<file path="src/shared/asc_pkg.sv">
// constants shared by both ends of the task-file link
// assumes both ends run on one 100 MHz clock
package asc_pkg;

  // task-file register addresses
  localparam logic [2:0] ADDR_CTRL = 3'h0;
  localparam logic [2:0] ADDR_ERR = 3'h1;
  localparam logic [2:0] ADDR_SCNT = 3'h2;
  localparam logic [2:0] ADDR_DSEL = 3'h6;
  localparam logic [2:0] ADDR_STAT_CMD = 3'h7;

  // status, error and control bit positions
  localparam int ST_BSY = 7;
  localparam int ST_DRDY = 6;
  localparam int ST_DF = 5;
  localparam int ST_DRQ = 3;
  localparam int ST_ERR = 0;
  localparam int ER_ABRT = 2;
  localparam int CTRL_SRST = 2;

  // reset values
  localparam logic [7:0] SCNT_RST = 8'h01;
  localparam logic [7:0] DSEL_RST = 8'ha0;
  localparam logic [7:0] ERR_RST = 8'h00;

  // command codes
  localparam logic [7:0] CMD_SET_MULT = 8'hc6;
  localparam logic [7:0] CMD_SLEEP = 8'he6;
  localparam logic [7:0] CMD_STANDBY = 8'he2;

  // block sizes for set multiple mode
  localparam logic [7:0] BLK_MIN = 8'h02;
  localparam int BLK_MAX_DFLT = 16;

  // standby timer codes and their periods in seconds
  localparam logic [7:0] TMR_OFF = 8'h00;
  localparam logic [7:0] TMR_5S_LAST = 8'hf0;
  localparam logic [7:0] TMR_30M_LAST = 8'hfb;
  localparam logic [7:0] TMR_21M = 8'hfc;
  localparam logic [7:0] TMR_8H = 8'hfd;
  localparam logic [7:0] TMR_RSVD = 8'hfe;
  localparam logic [15:0] TMR_30M_BASE = 16'h00f0;
  localparam logic [15:0] SECS_STEP_5S = 16'h0005;
  localparam logic [15:0] SECS_STEP_30M = 16'h0708;
  localparam logic [15:0] SECS_21M = 16'h04ec;
  localparam logic [15:0] SECS_8H = 16'h7080;
  localparam logic [15:0] SECS_21M15 = 16'h04fb;

  // timing
  localparam int CLK_PERIOD_NS = 10;
  localparam int TICK_PERIOD_NS = 1000000000;
  localparam int TICK_CYCLES_DFLT = TICK_PERIOD_NS / CLK_PERIOD_NS;
  localparam int SLEEP_PREP_NS = 50;
  localparam int SLEEP_PREP_CYCLES = (SLEEP_PREP_NS + CLK_PERIOD_NS - 1) / CLK_PERIOD_NS;

  // timer period in seconds for a standby code; zero means no timer
  function automatic logic [15:0] standby_secs(input logic [7:0] code);
    logic [15:0] v;
    v = {8'h00, code};
    if (code == TMR_OFF || code == TMR_RSVD) begin
      standby_secs = 16'h0000;
    end else if (code <= TMR_5S_LAST) begin
      standby_secs = 16'(v * SECS_STEP_5S);
    end else if (code <= TMR_30M_LAST) begin
      standby_secs = 16'((v - TMR_30M_BASE) * SECS_STEP_30M);
    end else if (code == TMR_21M) begin
      standby_secs = SECS_21M;
    end else if (code == TMR_8H) begin
      standby_secs = SECS_8H;
    end else begin
      standby_secs = SECS_21M15;
    end
  endfunction

endpackage

</file>
<file path="src/shared/asc_if.sv">
// task-file link between the host end and the drive end
// assumes one shared clock; rdata is valid the cycle after rd
interface asc_if;
  logic [2:0] addr;
  logic [7:0] wdata;
  logic wr;
  logic rd;
  logic [7:0] rdata;
  logic intrq;
  logic hrst_n;

  modport drive (
    input addr,
    input wdata,
    input wr,
    input rd,
    input hrst_n,
    output rdata,
    output intrq
  );

  modport host (
    output addr,
    output wdata,
    output wr,
    output rd,
    output hrst_n,
    input rdata,
    input intrq
  );
endinterface

</file>
<file path="src/asc_drive.sv">
// drive end: task-file registers, command execution, sleep and standby
// assumes the host end on the same clock; drive_fault_i is same-clock logic

module asc_drive #(
  parameter int TICK_CYCLES = asc_pkg::TICK_CYCLES_DFLT,
  parameter int BLK_MAX = asc_pkg::BLK_MAX_DFLT
) (
  input logic ref_clk_i,
  input logic rst_n_i,
  asc_if.drive tf,
  input logic drive_fault_i,
  output logic [7:0] mult_count_o,
  output logic mult_en_o,
  output logic standby_o,
  output logic asleep_o
);

  if (BLK_MAX < 2 || BLK_MAX > 128 || (BLK_MAX & (BLK_MAX - 1)) != 0) begin : g_chk
    $error("asc_drive: BLK_MAX must be a power of two from 2 to 128");
  end

  typedef enum logic [4:0] {
    D_IDLE = 5'h01,
    D_EXEC = 5'h02,
    D_PREP = 5'h04,
    D_PEND = 5'h08,
    D_ASLEEP = 5'h10
  } asc_dstate_t;

  typedef struct packed {
    asc_dstate_t fsm;
    logic [7:0] cmd;
    logic [7:0] scnt;
    logic [7:0] dsel;
    logic [7:0] err;
    logic bsy;
    logic st_err;
    logic df;
    logic intrq;
    logic [7:0] rdata;
    logic [7:0] mult;
    logic mult_en;
    logic standby;
    logic asleep;
    logic [7:0] prep;
    logic tmr_load;
    logic tmr_restart;
    logic [15:0] tmr_secs;
  } asc_dreg_t;

  localparam asc_dreg_t D_RST = '{
    fsm: D_IDLE,
    cmd: 8'h00,
    scnt: asc_pkg::SCNT_RST,
    dsel: asc_pkg::DSEL_RST,
    err: asc_pkg::ERR_RST,
    bsy: 1'b0,
    st_err: 1'b0,
    df: 1'b0,
    intrq: 1'b0,
    rdata: 8'h00,
    mult: 8'h00,
    mult_en: 1'b0,
    standby: 1'b0,
    asleep: 1'b0,
    prep: 8'h00,
    tmr_load: 1'b0,
    tmr_restart: 1'b0,
    tmr_secs: 16'h0000
  };

  localparam logic [7:0] BLK_MAX_B = 8'(BLK_MAX);
  localparam logic [7:0] PREP_LAST = 8'(asc_pkg::SLEEP_PREP_CYCLES - 1);

  asc_dreg_t d_reg;
  asc_dreg_t d_next;
  logic tmr_expire;
  logic [7:0] status;
  logic soft_rst;
  logic awake;
  logic blk_ok;

  // completion of a command: BSY down, DRQ stays low, INTRQ up
  function automatic asc_dreg_t finish(input asc_dreg_t s, input logic abort,
                                       input logic fault);
    asc_dreg_t r;
    r = s;
    r.fsm = D_IDLE;
    r.bsy = 1'b0;
    r.err = 8'h00;
    r.err[asc_pkg::ER_ABRT] = abort;
    r.st_err = abort;
    r.df = fault;
    r.intrq = 1'b1;
    return r;
  endfunction

  always_comb begin
    status = 8'h00;
    status[asc_pkg::ST_BSY] = d_reg.bsy;
    // DRDY is held high whenever the interface is awake
    status[asc_pkg::ST_DRDY] = 1'b1;
    status[asc_pkg::ST_DF] = d_reg.df;
    status[asc_pkg::ST_DRQ] = 1'b0;
    status[asc_pkg::ST_ERR] = d_reg.st_err;
  end

  assign awake = (d_reg.fsm != D_ASLEEP);
  assign soft_rst = tf.wr && (tf.addr == asc_pkg::ADDR_CTRL) && tf.wdata[asc_pkg::CTRL_SRST];
  assign blk_ok = (d_reg.scnt >= asc_pkg::BLK_MIN) && (d_reg.scnt <= BLK_MAX_B) &&
                  ((d_reg.scnt & (d_reg.scnt - 8'h01)) == 8'h00);

  always_comb begin
    d_next = d_reg;
    d_next.tmr_load = 1'b0;
    d_next.tmr_restart = 1'b0;
    d_next.rdata = 8'h00;

    // register reads; the asleep interface answers zero
    if (tf.rd && awake) begin
      case (tf.addr)
        asc_pkg::ADDR_ERR: d_next.rdata = d_reg.err;
        asc_pkg::ADDR_SCNT: d_next.rdata = d_reg.scnt;
        asc_pkg::ADDR_DSEL: d_next.rdata = d_reg.dsel;
        asc_pkg::ADDR_STAT_CMD: begin
          d_next.rdata = status;
          d_next.intrq = 1'b0;
          if (d_reg.fsm == D_PEND) begin
            d_next.fsm = D_ASLEEP;
            d_next.asleep = 1'b1;
          end
        end
        default: d_next.rdata = 8'h00;
      endcase
    end

    // register writes; a command is taken only when idle
    if (tf.wr && awake) begin
      case (tf.addr)
        asc_pkg::ADDR_SCNT: d_next.scnt = tf.wdata;
        asc_pkg::ADDR_DSEL: d_next.dsel = tf.wdata;
        asc_pkg::ADDR_STAT_CMD: begin
          if (d_reg.fsm == D_IDLE) begin
            d_next.cmd = tf.wdata;
            d_next.fsm = D_EXEC;
            d_next.bsy = 1'b1;
            d_next.intrq = 1'b0;
            d_next.tmr_restart = 1'b1;
            if (tf.wdata != asc_pkg::CMD_STANDBY && tf.wdata != asc_pkg::CMD_SLEEP) begin
              d_next.standby = 1'b0;
            end
          end
        end
        default: ;
      endcase
    end

    unique case (d_reg.fsm)
      D_IDLE: ;
      D_EXEC: begin
        case (d_reg.cmd)
          asc_pkg::CMD_SET_MULT: begin
            if (blk_ok) begin
              d_next.mult = d_reg.scnt;
              d_next.mult_en = 1'b1;
            end
            d_next = finish(d_next, !blk_ok, drive_fault_i);
          end
          asc_pkg::CMD_STANDBY: begin
            if (d_reg.scnt != asc_pkg::TMR_RSVD) begin
              d_next.standby = 1'b1;
              d_next.tmr_load = 1'b1;
              d_next.tmr_secs = asc_pkg::standby_secs(d_reg.scnt);
            end
            d_next = finish(d_next, d_reg.scnt == asc_pkg::TMR_RSVD, drive_fault_i);
          end
          asc_pkg::CMD_SLEEP: begin
            d_next.fsm = D_PREP;
            d_next.prep = PREP_LAST;
          end
          default: d_next = finish(d_next, 1'b1, drive_fault_i);
        endcase
      end
      D_PREP: begin
        if (d_reg.prep == 8'h00) begin
          d_next = finish(d_next, 1'b0, drive_fault_i);
          d_next.fsm = D_PEND;
        end else begin
          d_next.prep = d_reg.prep - 8'h01;
        end
      end
      D_PEND: ;
      D_ASLEEP: ;
    endcase

    // expiry wins over a clear in the same cycle
    if (tmr_expire && awake) begin
      d_next.standby = 1'b1;
    end

    if (soft_rst) begin
      d_next = D_RST;
    end
  end

  always_ff @(posedge ref_clk_i) begin
    if (!rst_n_i || !tf.hrst_n) begin
      d_reg <= D_RST;
    end else begin
      d_reg <= d_next;
    end
  end

  asc_timer #(
    .TICK_CYCLES(TICK_CYCLES)
  ) u_timer (
    .ref_clk_i(ref_clk_i),
    .rst_n_i(rst_n_i && tf.hrst_n && !soft_rst),
    .load_i(d_reg.tmr_load),
    .secs_i(d_reg.tmr_secs),
    .restart_i(d_reg.tmr_restart),
    .expire_o(tmr_expire)
  );

  assign tf.rdata = d_reg.rdata;
  assign tf.intrq = d_reg.intrq;
  assign mult_count_o = d_reg.mult;
  assign mult_en_o = d_reg.mult_en;
  assign standby_o = d_reg.standby;
  assign asleep_o = d_reg.asleep;

endmodule

</file>
<file path="src/asc_timer.sv">
// automatic standby timer: a one-second prescaler and a seconds down-counter
// assumes load and restart are single-cycle pulses from the drive logic
module asc_timer #(
  parameter int TICK_CYCLES = asc_pkg::TICK_CYCLES_DFLT
) (
  input logic ref_clk_i,
  input logic rst_n_i,
  input logic load_i,
  input logic [15:0] secs_i,
  input logic restart_i,
  output logic expire_o
);
  localparam int PW = (TICK_CYCLES > 2) ? $clog2(TICK_CYCLES) : 1;

  if (TICK_CYCLES < 2) begin : g_chk
    $error("asc_timer: TICK_CYCLES must be at least 2");
  end

  typedef struct packed {
    logic en;
    logic [15:0] period;
    logic [15:0] remain;
    logic [PW-1:0] pre;
    logic expire;
  } asc_treg_t;

  asc_treg_t t_reg;
  asc_treg_t t_next;

  always_comb begin
    t_next = t_reg;
    t_next.expire = 1'b0;
    if (load_i) begin
      t_next.en = (secs_i != 16'h0000);
      t_next.period = secs_i;
      t_next.remain = secs_i;
      t_next.pre = '0;
    end else if (restart_i) begin
      // any host command restarts the idle count
      t_next.remain = t_reg.period;
      t_next.pre = '0;
    end else if (t_reg.en && t_reg.remain != 16'h0000) begin
      if (t_reg.pre == PW'(TICK_CYCLES - 1)) begin
        t_next.pre = '0;
        t_next.remain = t_reg.remain - 16'h0001;
        t_next.expire = (t_reg.remain == 16'h0001);
      end else begin
        t_next.pre = t_reg.pre + PW'(1);
      end
    end
  end

  always_ff @(posedge ref_clk_i) begin
    if (!rst_n_i) begin
      t_reg <= '0;
    end else begin
      t_reg <= t_next;
    end
  end

  assign expire_o = t_reg.expire;
endmodule
</file>
<file path="src/flat_wrapper.sv">
// flat-port wrapper written by rule: the top's interface ports become plain ports
module asc_drive_flat 
#(
  parameter int TICK_CYCLES = asc_pkg::TICK_CYCLES_DFLT,
  parameter int BLK_MAX = asc_pkg::BLK_MAX_DFLT
)
  (ref_clk_i, rst_n_i, drive_fault_i, mult_count_o, mult_en_o, standby_o, asleep_o, tf_addr, tf_wdata, tf_wr, tf_rd, tf_hrst_n, tf_rdata, tf_intrq);
  asc_if tf_i ();
  input logic ref_clk_i;
  input logic rst_n_i;
  input logic drive_fault_i;
  output logic [7:0] mult_count_o;
  output logic mult_en_o;
  output logic standby_o;
  output logic asleep_o;
  input wire logic [$bits(tf_i.addr)-1:0] tf_addr;
  input wire logic [$bits(tf_i.wdata)-1:0] tf_wdata;
  input wire logic [$bits(tf_i.wr)-1:0] tf_wr;
  input wire logic [$bits(tf_i.rd)-1:0] tf_rd;
  input wire logic [$bits(tf_i.hrst_n)-1:0] tf_hrst_n;
  output wire logic [$bits(tf_i.rdata)-1:0] tf_rdata;
  output wire logic [$bits(tf_i.intrq)-1:0] tf_intrq;
  assign tf_i.addr = tf_addr;
  assign tf_i.wdata = tf_wdata;
  assign tf_i.wr = tf_wr;
  assign tf_i.rd = tf_rd;
  assign tf_i.hrst_n = tf_hrst_n;
  assign tf_rdata = tf_i.rdata;
  assign tf_intrq = tf_i.intrq;
  asc_drive #(.TICK_CYCLES(TICK_CYCLES), .BLK_MAX(BLK_MAX)) u_core (.ref_clk_i(ref_clk_i), .rst_n_i(rst_n_i), .tf(tf_i), .drive_fault_i(drive_fault_i), .mult_count_o(mult_count_o), .mult_en_o(mult_en_o), .standby_o(standby_o), .asleep_o(asleep_o));
endmodule
</file>
<file path="config.mk">
export PLATFORM = sky130hd
export DESIGN_NAME = asc_drive_flat
export DESIGN_NICKNAME = d
export VERILOG_FILES = /design/src/shared/asc_pkg.sv /design/src/shared/asc_if.sv /design/src/asc_drive.sv /design/src/asc_timer.sv /design/src/flat_wrapper.sv
export SDC_FILE = /design/constraint.sdc
export NUM_CORES = 1
export LEC_CHECK = 0
export BUFFER_PORTS_ARGS = -buffer_cell sky130_fd_sc_hd__buf_2
export CAP_MARGIN = 30
export CORE_ASPECT_RATIO = 0.75
export CORE_MARGIN = 2
export CORE_UTILIZATION = 35
export CTS_BUF_LIST = sky130_fd_sc_hd__clkbuf_8
export DETAILED_ROUTE_END_ITERATION = 6
export GPL_TIMING_DRIVEN = 0
export PLACE_DENSITY = 0.49
export SKIP_CTS_REPAIR_TIMING = 1
export SYNTH_ARGS = -nofsm -noshare
export SYNTH_HDL_FRONTEND = slang
export SYNTH_SLANG_ARGS = --single-unit
</file>
<file path="constraint.sdc">
create_clock -name ref_clk_i -period 6.2 [get_ports ref_clk_i]
set_clock_uncertainty 0.05 [all_clocks]
set_input_delay 0 -clock ref_clk_i [delete_from_list [all_inputs] [get_ports ref_clk_i]]
set_output_delay 0 -clock ref_clk_i [all_outputs]
set_load 0.05 [all_outputs]
</file>
After elaboration in Yosys (flattened, before gate mapping)
Index checks and enable logic that the tools add are counted.

operators by class
  add/subtract/negate cells = 5
  multipliers = 2
  order comparisons = 4
  equality and inequality tests = 24
  muxes and demuxes = 50
  bitwise logic cells = 7
  reduce and logical (&&, ||, !) cells = 34

operators with widths
  operator               count
  $pmux 86 s2            1
  $pmux 31 s3            1
  $mux 43                2
  $mux 16                5
  $mux 60                1
  $eq 8x8->1 const B     6
  $mux 44                1
  $mux 8                 4
  $pmux 8 s4             1
  $reduce_bool 16->1     2
  $mux 15                2
  $mux 29                1
  $add 27x1->27 const B  1
  $eq 27x27->1 const B   1
  $mux 27                1
  $mux 13                2
  $logic_not 8->1        3
  $ne 8x8->1 const B     3
  $mux 1                 21
  $mux 18                1
  $mux 9                 2
  $eq 16x1->1 const B    1
  $le 8x8->1 const B     2
  $mul 16x8->13 const B  1
  other kinds (33)       60

word-level totals
  register bits after elaboration = 147
  input port bits = 17
  output and inout port bits = 20
  word-level logic and storage cells = 149

Logic depth before layout (Yosys ltp)
Gate-level depths: netlist of run 1.

  word-level depth = 10
  mapped depth = 16
  mapped depth without buffers = 15

Cells and area by module
A second synthesis of run 1 with hierarchy kept.

second synthesis, totals
  cells, all modules = 924
  area, all modules = 7895.1 um^2

by module, submodules not included
  module     times used  cells each  area each (um^2)  sequential area each (um^2)
  asc_drive  1           551         4748.3            1561.5
  asc_timer  1           373         3146.8            1221.2

Worst setup path after synthesis of run 1
OpenSTA, ideal clock, no wires.

  path type = reg-to-reg
  start point = reg u_core.d_reg[66] (netlist name)
  end point = reg u_core.d_reg[15] (netlist name)
  library setup time = 0.117 ns
  arrival time = 3.546 ns
  required time = 6.033 ns
  path slack = 2.487 ns
  stages on the path, launching flop included = 16
  buffers on the path = 0
  period minus slack after synthesis = 3.713 ns
  cell sequence = dfxtp_1 inv_1 fa_1 inv_1 ha_1 inv_1 fa_1 inv_1 ha_1 ha_1 a211oi_1 o21bai_1 a21oi_1 xnor3_1 a22oi_1 nor2_1

between the ends
  cells in the longest elaborated chain, start to end = 8
  elaborated cells on any way between the ends = 15
  classes of those cells = add/sub (1); mul (1); order compare (2); eq/ne (2); mux (6); reduce/logical (3)

ends and longest elaborated chain
  what                      line              text
  start: declaration        asc_drive.sv:75   asc_dreg_t d_reg;
  start signal: assignment  asc_drive.sv:210  d_reg <= d_next;
  $sub 8x8->9               asc_pkg.sv:65     standby_secs = 16'((v - TMR_30M_BASE) * SECS_STEP_30M);
  $mul 16x8->13             asc_pkg.sv:65
  $mux 16                   asc_pkg.sv:64     end else if (code <= TMR_30M_LAST) begin
  $mux 16                   asc_pkg.sv:62     end else if (code <= TMR_5S_LAST) begin
  $mux 16                   asc_pkg.sv:60     if (code == TMR_OFF || code == TMR_RSVD) begin
  $mux 16                   asc_drive.sv:170  if (d_reg.scnt != asc_pkg::TMR_RSVD) begin
  $mux 18                   asc_drive.sv:161  case (d_reg.cmd)
  $pmux 86 s2               asc_drive.sv:158  unique case (d_reg.fsm)

Parallel ways exist; a longest one is shown, timed or not. The select of a mux whose other input is x is not followed.
A chain may end at the register's enable or synchronous reset.

Worst setup path after layout of run 1
Ends and elaborated chain as after synthesis.

==> impl_results.md, run 1 <==
* Avg Cell Area, Syn at 8.396 sq um
* Busiest grt layer: met1
* Synth top area share at 35.34%
* CTS tree: yes
* Register area at 2783 sq um
* Final hold violations at 0
* Num CTS Buffers at 17
* Flops & latches, synth at 139
* Distinct cells, synth at 76
* Die W at 177.2 um
* CTS Root Cell: clkbuf_8
* Outcome: finished, final reports clean
* Longest Clk Path Bufs at 2
* Post-layout minimum cycle time at 4.338 ns
* Max Freq at 0.2305 GHz
* Post-synth EDFFs at 0
* Drt wl/cell at 16.67 um
* Setup-failing EPs final at 0
* Residual DRC at 0
* Grt ovf at 0
* Static leakage at 0.003284 uW
* Setup TNS at 0 ns
* Vias in the first global route at 6313
* # rows at 47
* Area Overhead vs Synth at 13.66%
* Layout net count at 1082
* Area leader, netlist: dfxtp_1
* Worst Hold Path EP: u_core.tf.rdata[2]$_SDFF_PP0_
* Most frequent cell after synthesis: dfxtp_1
* Final Util at 40.59%
* Area contributors post-synth: dfxtp_1 35%, ha_1 8.1%, nor2_1 5.1%
* Arrival time at the worst endpoint at 4.62 ns
* Vias per cell at 5.214
* Relative slew slack at 34.95%
* Syn_nets at 1015
* FFs w/ async S/R, synth at 0%
* Global-route wire length before repair at 34790 um
* Post-synthesis sequential area ratio at 35.34%
* Port Buffers at 35
* R2R cell count at 15
* Multi-input gate area at 4639 sq um
* R2r startpoint: u_core.d_reg[66]$_SDFFE_PN0P_
* WHS at 0.07192 ns
* Full die area at 23730 sq um
* Total power after layout at 1756 uW
* Number of synthesis warnings at 0
* I/O pins at 37
* GR Util met1 at 30.60%
* Setup crit start kind: flip-flop
* Latest clock arrival within the worst-skew pair at 0.46 ns
* H-tree depth at 4
* Max_cap viols at 0
* DR iter-0 viols at 532
* Max FFs per register at 60
* Gr usage total at 18.96%
* Die Span Y at 133.9 um
* ANT cells at 0
* Layout cells sized above 1 at 11.39%
* Clk sinks at 139
* CP endpoint kind: flip-flop
* Unrepaired setup endpoints after global routing: no
* Crit-path max FO at 11
* Final Max Slew Viols at 0
* Initial Utilization at 35.71%
* Data required, critical path at 6.49 ns
* Initial antenna violation count at 0
* GR Util met3 at 3.798%
* Drt pass-1 iters at 5
* Core outline area at 22050 sq um
* Post-synthesis cell area at 7875 sq um
* Worst Max-Slew Pin Slew at 0.9669 ns
* Hold path start: rst_n_i
* GP Congestion at 0.8290
* Crit path kind: reg2reg
* Post-DP HPWL at 16500 um
* Hold depth at 4
* Largest net degree at the start of global routing at 17
* Fillers at 2309
* R2R setup slack at 1.86 ns
* Reg-to-reg endpoint: u_core.d_reg[15]$_SDFFE_PN0P_
* Max VDD drop at 165.6 uV
* CTS clk-pin slew, worst paths at 0.09 ns
* Final period util at 69.96%
* Via count at 6841
* Antenna viol nets, final at 0
* PwrDens at 196.2 nW/um^2
* Post-synth top flop: dfxtp_1
* WL final at 21880 um
* HP Class: in2reg
* Met2 usage at 24.82%
* Commonest cells in the netlist: 139 x dfxtp_1, 108 x nor2_1, 98 x nand2_1
* Mapped Cells at 938
==> stage by stage <==
step	area [sq um]	setup slack [ns]	cells
floorplan	7875	2.487	938
global placement	8418	1.815	1267
detailed placement	8426	1.865	1267
CTS	8821	1.820	1299
global route	8951	1.559	1312
finish	8951	1.862	1312
==> critical path: stages, from the launching register on <==
cell and delay (ns):
dfxtp_1 0.70, inv_1 0.31, fa_1 0.61, inv_1 0.06, ha_1 0.27, inv_1 0.05, fa_1 0.49, inv_1 0.04
ha_1 0.32, ha_1 0.32, a211oi_1 0.22, o21bai_1 0.11, a21oi_1 0.19, xnor3_1 0.26, a22oi_1 0.15, nor2_1 0.05
==> how the worst max path moves through the flow <==
stage	startpoint	to	slack [ns]
floorplan	u_core.d_reg[66]$_SDFFE_PN0P_	u_core.d_reg[15]$_SDFFE_PN0P_	2.49
global placement	u_core.d_reg[66]$_SDFFE_PN0P_	u_core.d_reg[15]$_SDFFE_PN0P_	1.82
detailed placement	u_core.d_reg[66]$_SDFFE_PN0P_	u_core.d_reg[15]$_SDFFE_PN0P_	1.86
CTS	u_core.d_reg[66]$_SDFFE_PN0P_	u_core.d_reg[15]$_SDFFE_PN0P_	1.82
global route	u_core.d_reg[66]$_SDFFE_PN0P_	u_core.d_reg[15]$_SDFFE_PN0P_	1.56
finish	u_core.d_reg[66]$_SDFFE_PN0P_	u_core.d_reg[15]$_SDFFE_PN0P_	1.86
==> logic make-up (layout without fill, tap and decap cells) <==
kind of cell / Yosys count / after routing / synth area share (%)
DFF: 139 / 139 / 35.34
xor gates and xnor gates: 47 / 47 / 5.402
muxes: 39 / 39 / 5.005
AOI/OAI and AO/OA: 177 / 177 / 14.51
adders and majority gates: 60 / 60 / 10.39
buffers and inverters: 104 / 184 / 5.847
and+or+nand+nor: 372 / 372 / 23.51
==> layout make-up <==
type | instances | area share (%)
clock buffer | 17 | 2.614
buffer | 58 | 3.215
multi-input combinational | 695 | 51.83
sequential | 139 | 31.09
tap | 294 | 4.110
clock inverter | 15 | 1.803
inverter | 46 | 1.929
timing repair buffer | 48 | 3.411
==> report_power, final <==
part           switching (uW)  internal [uW]  leakage (uW)
clock network             399            365      0.000201
logic                    60.5           36.1       0.00196
registers                2.29            894       0.00112
==> cell usage in the layout, fill, tap and decap left out, types with 36 or more instances in the layout <==
cell,n
ha_1,51
nand2_1,98
buf_2,43
nor2_1,108
inv_1,47
xnor2_1,42
dfxtp_1,139
a21oi_1,59
mux2i_1,36
==> layer usage <==
metal | vias to the layer above | part of all wire, %
met3 | 22 | 4.8
met4 | 0 | 1.2
met2 | 151 | 38
met5 | - | 0
met1 | 3236 | 56
li1 | 3432 | -
Note: power is estimated with default switching activity, not from simulation.
==> run 2: changes to the inputs <==
==> constraint.sdc (replaced) <==
create_clock -name ref_clk_i -period 4.5 [get_ports ref_clk_i]
set_clock_uncertainty 0.05 [all_clocks]
set_input_delay 0 -clock ref_clk_i [delete_from_list [all_inputs] [get_ports ref_clk_i]]
set_output_delay 0 -clock ref_clk_i [all_outputs]
set_load 0.05 [all_outputs]
==> run 2 against run 1 <==
  * Clock power rose by 37%
  * Total power rose by 38%
  * Worst hold slack barely moved
  * Final area barely moved
  * Non-clock buffer count did not move
  * Register-to-register slack got worse by 1.5 ns
  * Maximum frequency rose by 4.0%
  * Final cell count did not move
  * Sequential power rose by 37%
  * Critical path type unchanged
  * Largest cell class unchanged
  * Largest power group unchanged
==> impl_results.md, run 2 (synthesized netlist as in run 1, its figures left out) <==
* Outcome: finished, final reports clean
* Setup TNS at 0 ns (unchanged)
* Longest Clk Path Bufs at 2 (unchanged)
* Buf/Inv on CP at 4 (unchanged)
* CTS Root Cell: clkbuf_8
* Data required, critical path at 4.79 ns (-1.70 ns)
* Antenna viol nets, final at 0 (unchanged)
* Initial antenna violation count at 0 (unchanged)
* Max VDD drop at 228.8 uV (+38%)
* Multi-input gate area at 4639 sq um (unchanged)
* Global-route wire length before repair at 34790 um (unchanged)
* Max Freq at 0.2396 GHz (+4.0%)
* Worst Max-Slew Pin Slew at 0.9866 ns (+0.01975 ns)
* Die W at 177.2 um (unchanged)
* Top cell by count, worst path: ha_1
* Largest stage delay on the critical path at 0.51 ns (-0.19 ns)
* Post-DP HPWL at 16500 um (unchanged)
* HP Class: in2reg
* Post-Place Cell Area at 8426 sq um (unchanged)
* Gr usage total at 18.96% (unchanged)
* Most frequent cells in the layout: 137 x dfxtp_1, 108 x nor2_1, 98 x nand2_1
* Full die area at 23730 sq um (unchanged)
* Fin worst setup slack at 0.3272 ns (-1.535 ns)
* Max_cap viols at 0 (unchanged)
* Register area at 2785 sq um (about the same)
* Post-layout minimum cycle time at 4.173 ns (-0.1649 ns)
* Commonest non-fill, non-tap cell in the layout: dfxtp_1
* Largest net degree at the start of global routing at 17 (unchanged)
* Unrepaired setup endpoints after global routing: no
* Max FFs per register at 60 (unchanged)
* Vias per cell at 5.223 (+0.16%)
* ANT cells at 0 (unchanged)
* CTS tree: yes
* Drt wl/cell at 16.67 um (about the same)
* Core outline area at 22050 sq um (unchanged)
* Via count at 6852 (+0.16%)
* DR iter-0 viols at 540 (+1.5%)
* Clock group share of total power at 43.5% (about the same)
* Layout cells sized above 1 at 11.69% (+0.29 points)
* Final period util at 92.73% (+23 points)
* Crit path kind: reg2reg
* Layout net count at 1082 (unchanged)
* Sequential power share at 51.0% (about the same)
* Relative slew slack at 34.12% (-0.83 points)
* Port Buffers at 35 (unchanged)
* H-tree depth at 4 (unchanged)
* Final Max Slew Viols at 0 (unchanged)
* Combinational cell fraction of total power at 5.5% (about the same)
* GP Congestion at 0.8290 (unchanged)
* Initial Utilization at 35.71% (unchanged)
* Num CTS Buffers at 17 (unchanged)
* CP endpoint kind: flip-flop
* Setup crit start kind: flip-flop
* Fillers at 2309 (unchanged)
* WL final at 21870 um (about the same)
* Static leakage at 0.003289 uW (+0.14%)
* Critical path, cell by cell: clkbuf_1 -> inv_1 -> ha_1 -> xnor2_1 -> ha_1 -> inv_1 -> fa_1 -> inv_1 -> ha_1 -> ha_1 -> o21ai_0 -> o21bai_1 -> a21oi_1 -> xnor3_1 -> a22oi_1 -> nor2_1
* Pre-CTS setup slack at 0.1647 ns (-1.700 ns)
* Residual DRC at 0 (unchanged)
* Clk sinks at 139 (unchanged)
* Latest clock arrival within the worst-skew pair at 0.46 ns (about the same)
* Crit-path max FO at 10 (-1)
* Switching share of power at 26.31% (+0.044 points)
* Vias in the first global route at 6313 (unchanged)
* Final hold violations at 0 (unchanged)
* Slowest stage cell, crit path: fa_1
* Grt ovf at 0 (unchanged)
* Drt pass-1 iters at 5 (unchanged)
* Sw Pwr at 637.1 uW (+38%)
* I/O pins at 37 (unchanged)
* Die Span Y at 133.9 um (unchanged)
* PwrDens at 270.4 nW/um^2 (+38%)
* # rows at 47 (unchanged)
* Area Overhead vs Synth at 13.71% (about the same)
* Crit-path leading delay family: adder cells
* Arrival time at the worst endpoint at 4.46 ns (-0.16 ns)
* Finished layout cell area at 8955 sq um (about the same)
* Setup-failing EPs final at 0 (unchanged)
* CTS clk-pin slew, worst paths at 0.09 ns (about the same)
* Int Power at 1784 uW (+38%)
## run 2: cell type report
type / count / share of cell area (%)
clock inverter: 15 / 1.802
buffer: 58 / 3.228
tap: 294 / 4.108
multi-input combinational: 695 / 51.81
timing repair buffer: 48 / 3.409
clock buffer: 17 / 2.613
inverter: 46 / 1.928
sequential: 139 / 31.10
## run 2: path summary, 6_finish.rpt
| check | to | slack, ns | from | cells after the start |
|---|---|---|---|---|
| setup / recovery | u_core.d_reg[15]$_SDFFE_PN0P_ | 0.33 | u_core.d_reg[70]$_SDFFE_PN0P_ | 16 |
| hold / removal | u_core.tf.rdata[2]$_SDFF_PP0_ | 0.07 | rst_n_i | 4 |
| setup reg to reg | u_core.d_reg[15]$_SDFFE_PN0P_ | 0.33 | u_core.d_reg[70]$_SDFFE_PN0P_ | 16 |
| hold reg to reg | u_core.d_reg[77]$_SDFFE_PN0P_ | 0.41 | u_core.d_reg[77]$_SDFFE_PN0P_ | 2 |
## run 2: per-layer routing
metal  routed length, um  vias to the layer above  track usage, %
met5                   0                        -               0
met4                 241                        0           4.821
met3                1061                       18           3.798
met2                8247                      153           24.82
met1               12320                     3248           30.60
li1                    -                     3433               -
## run 2: power by group through the flow
stage / sequential (uW) / clock (uW) / combinational [uW]
after global routing: 1240 / 1130 / 148
after detailed placement: 1260 / 0 / 125
final: 1230 / 1050 / 133
after global placement: 1260 / 0 / 124
after floorplan: 1260 / 0 / 77.2
after CTS: 1230 / 1070 / 125
## run 2: tightest hold or removal path, stage by stage
cell     delay, ns
buf_2         0.11
o311a_1       0.10
and3_1        0.20
nor2b_1       0.13
## run 2: through the flow
step,total power [uW],utilization (%),hold slack (ns),instances
after global placement,1388,38.17,0.1991,1267
final,2421,40.61,0.07158,1312
after floorplan,1340,-,0.07511,938
after global routing,2513,40.61,0.08442,1312
after CTS,2434,40.00,-0.2865,1299
after detailed placement,1388,38.21,0.1951,1267
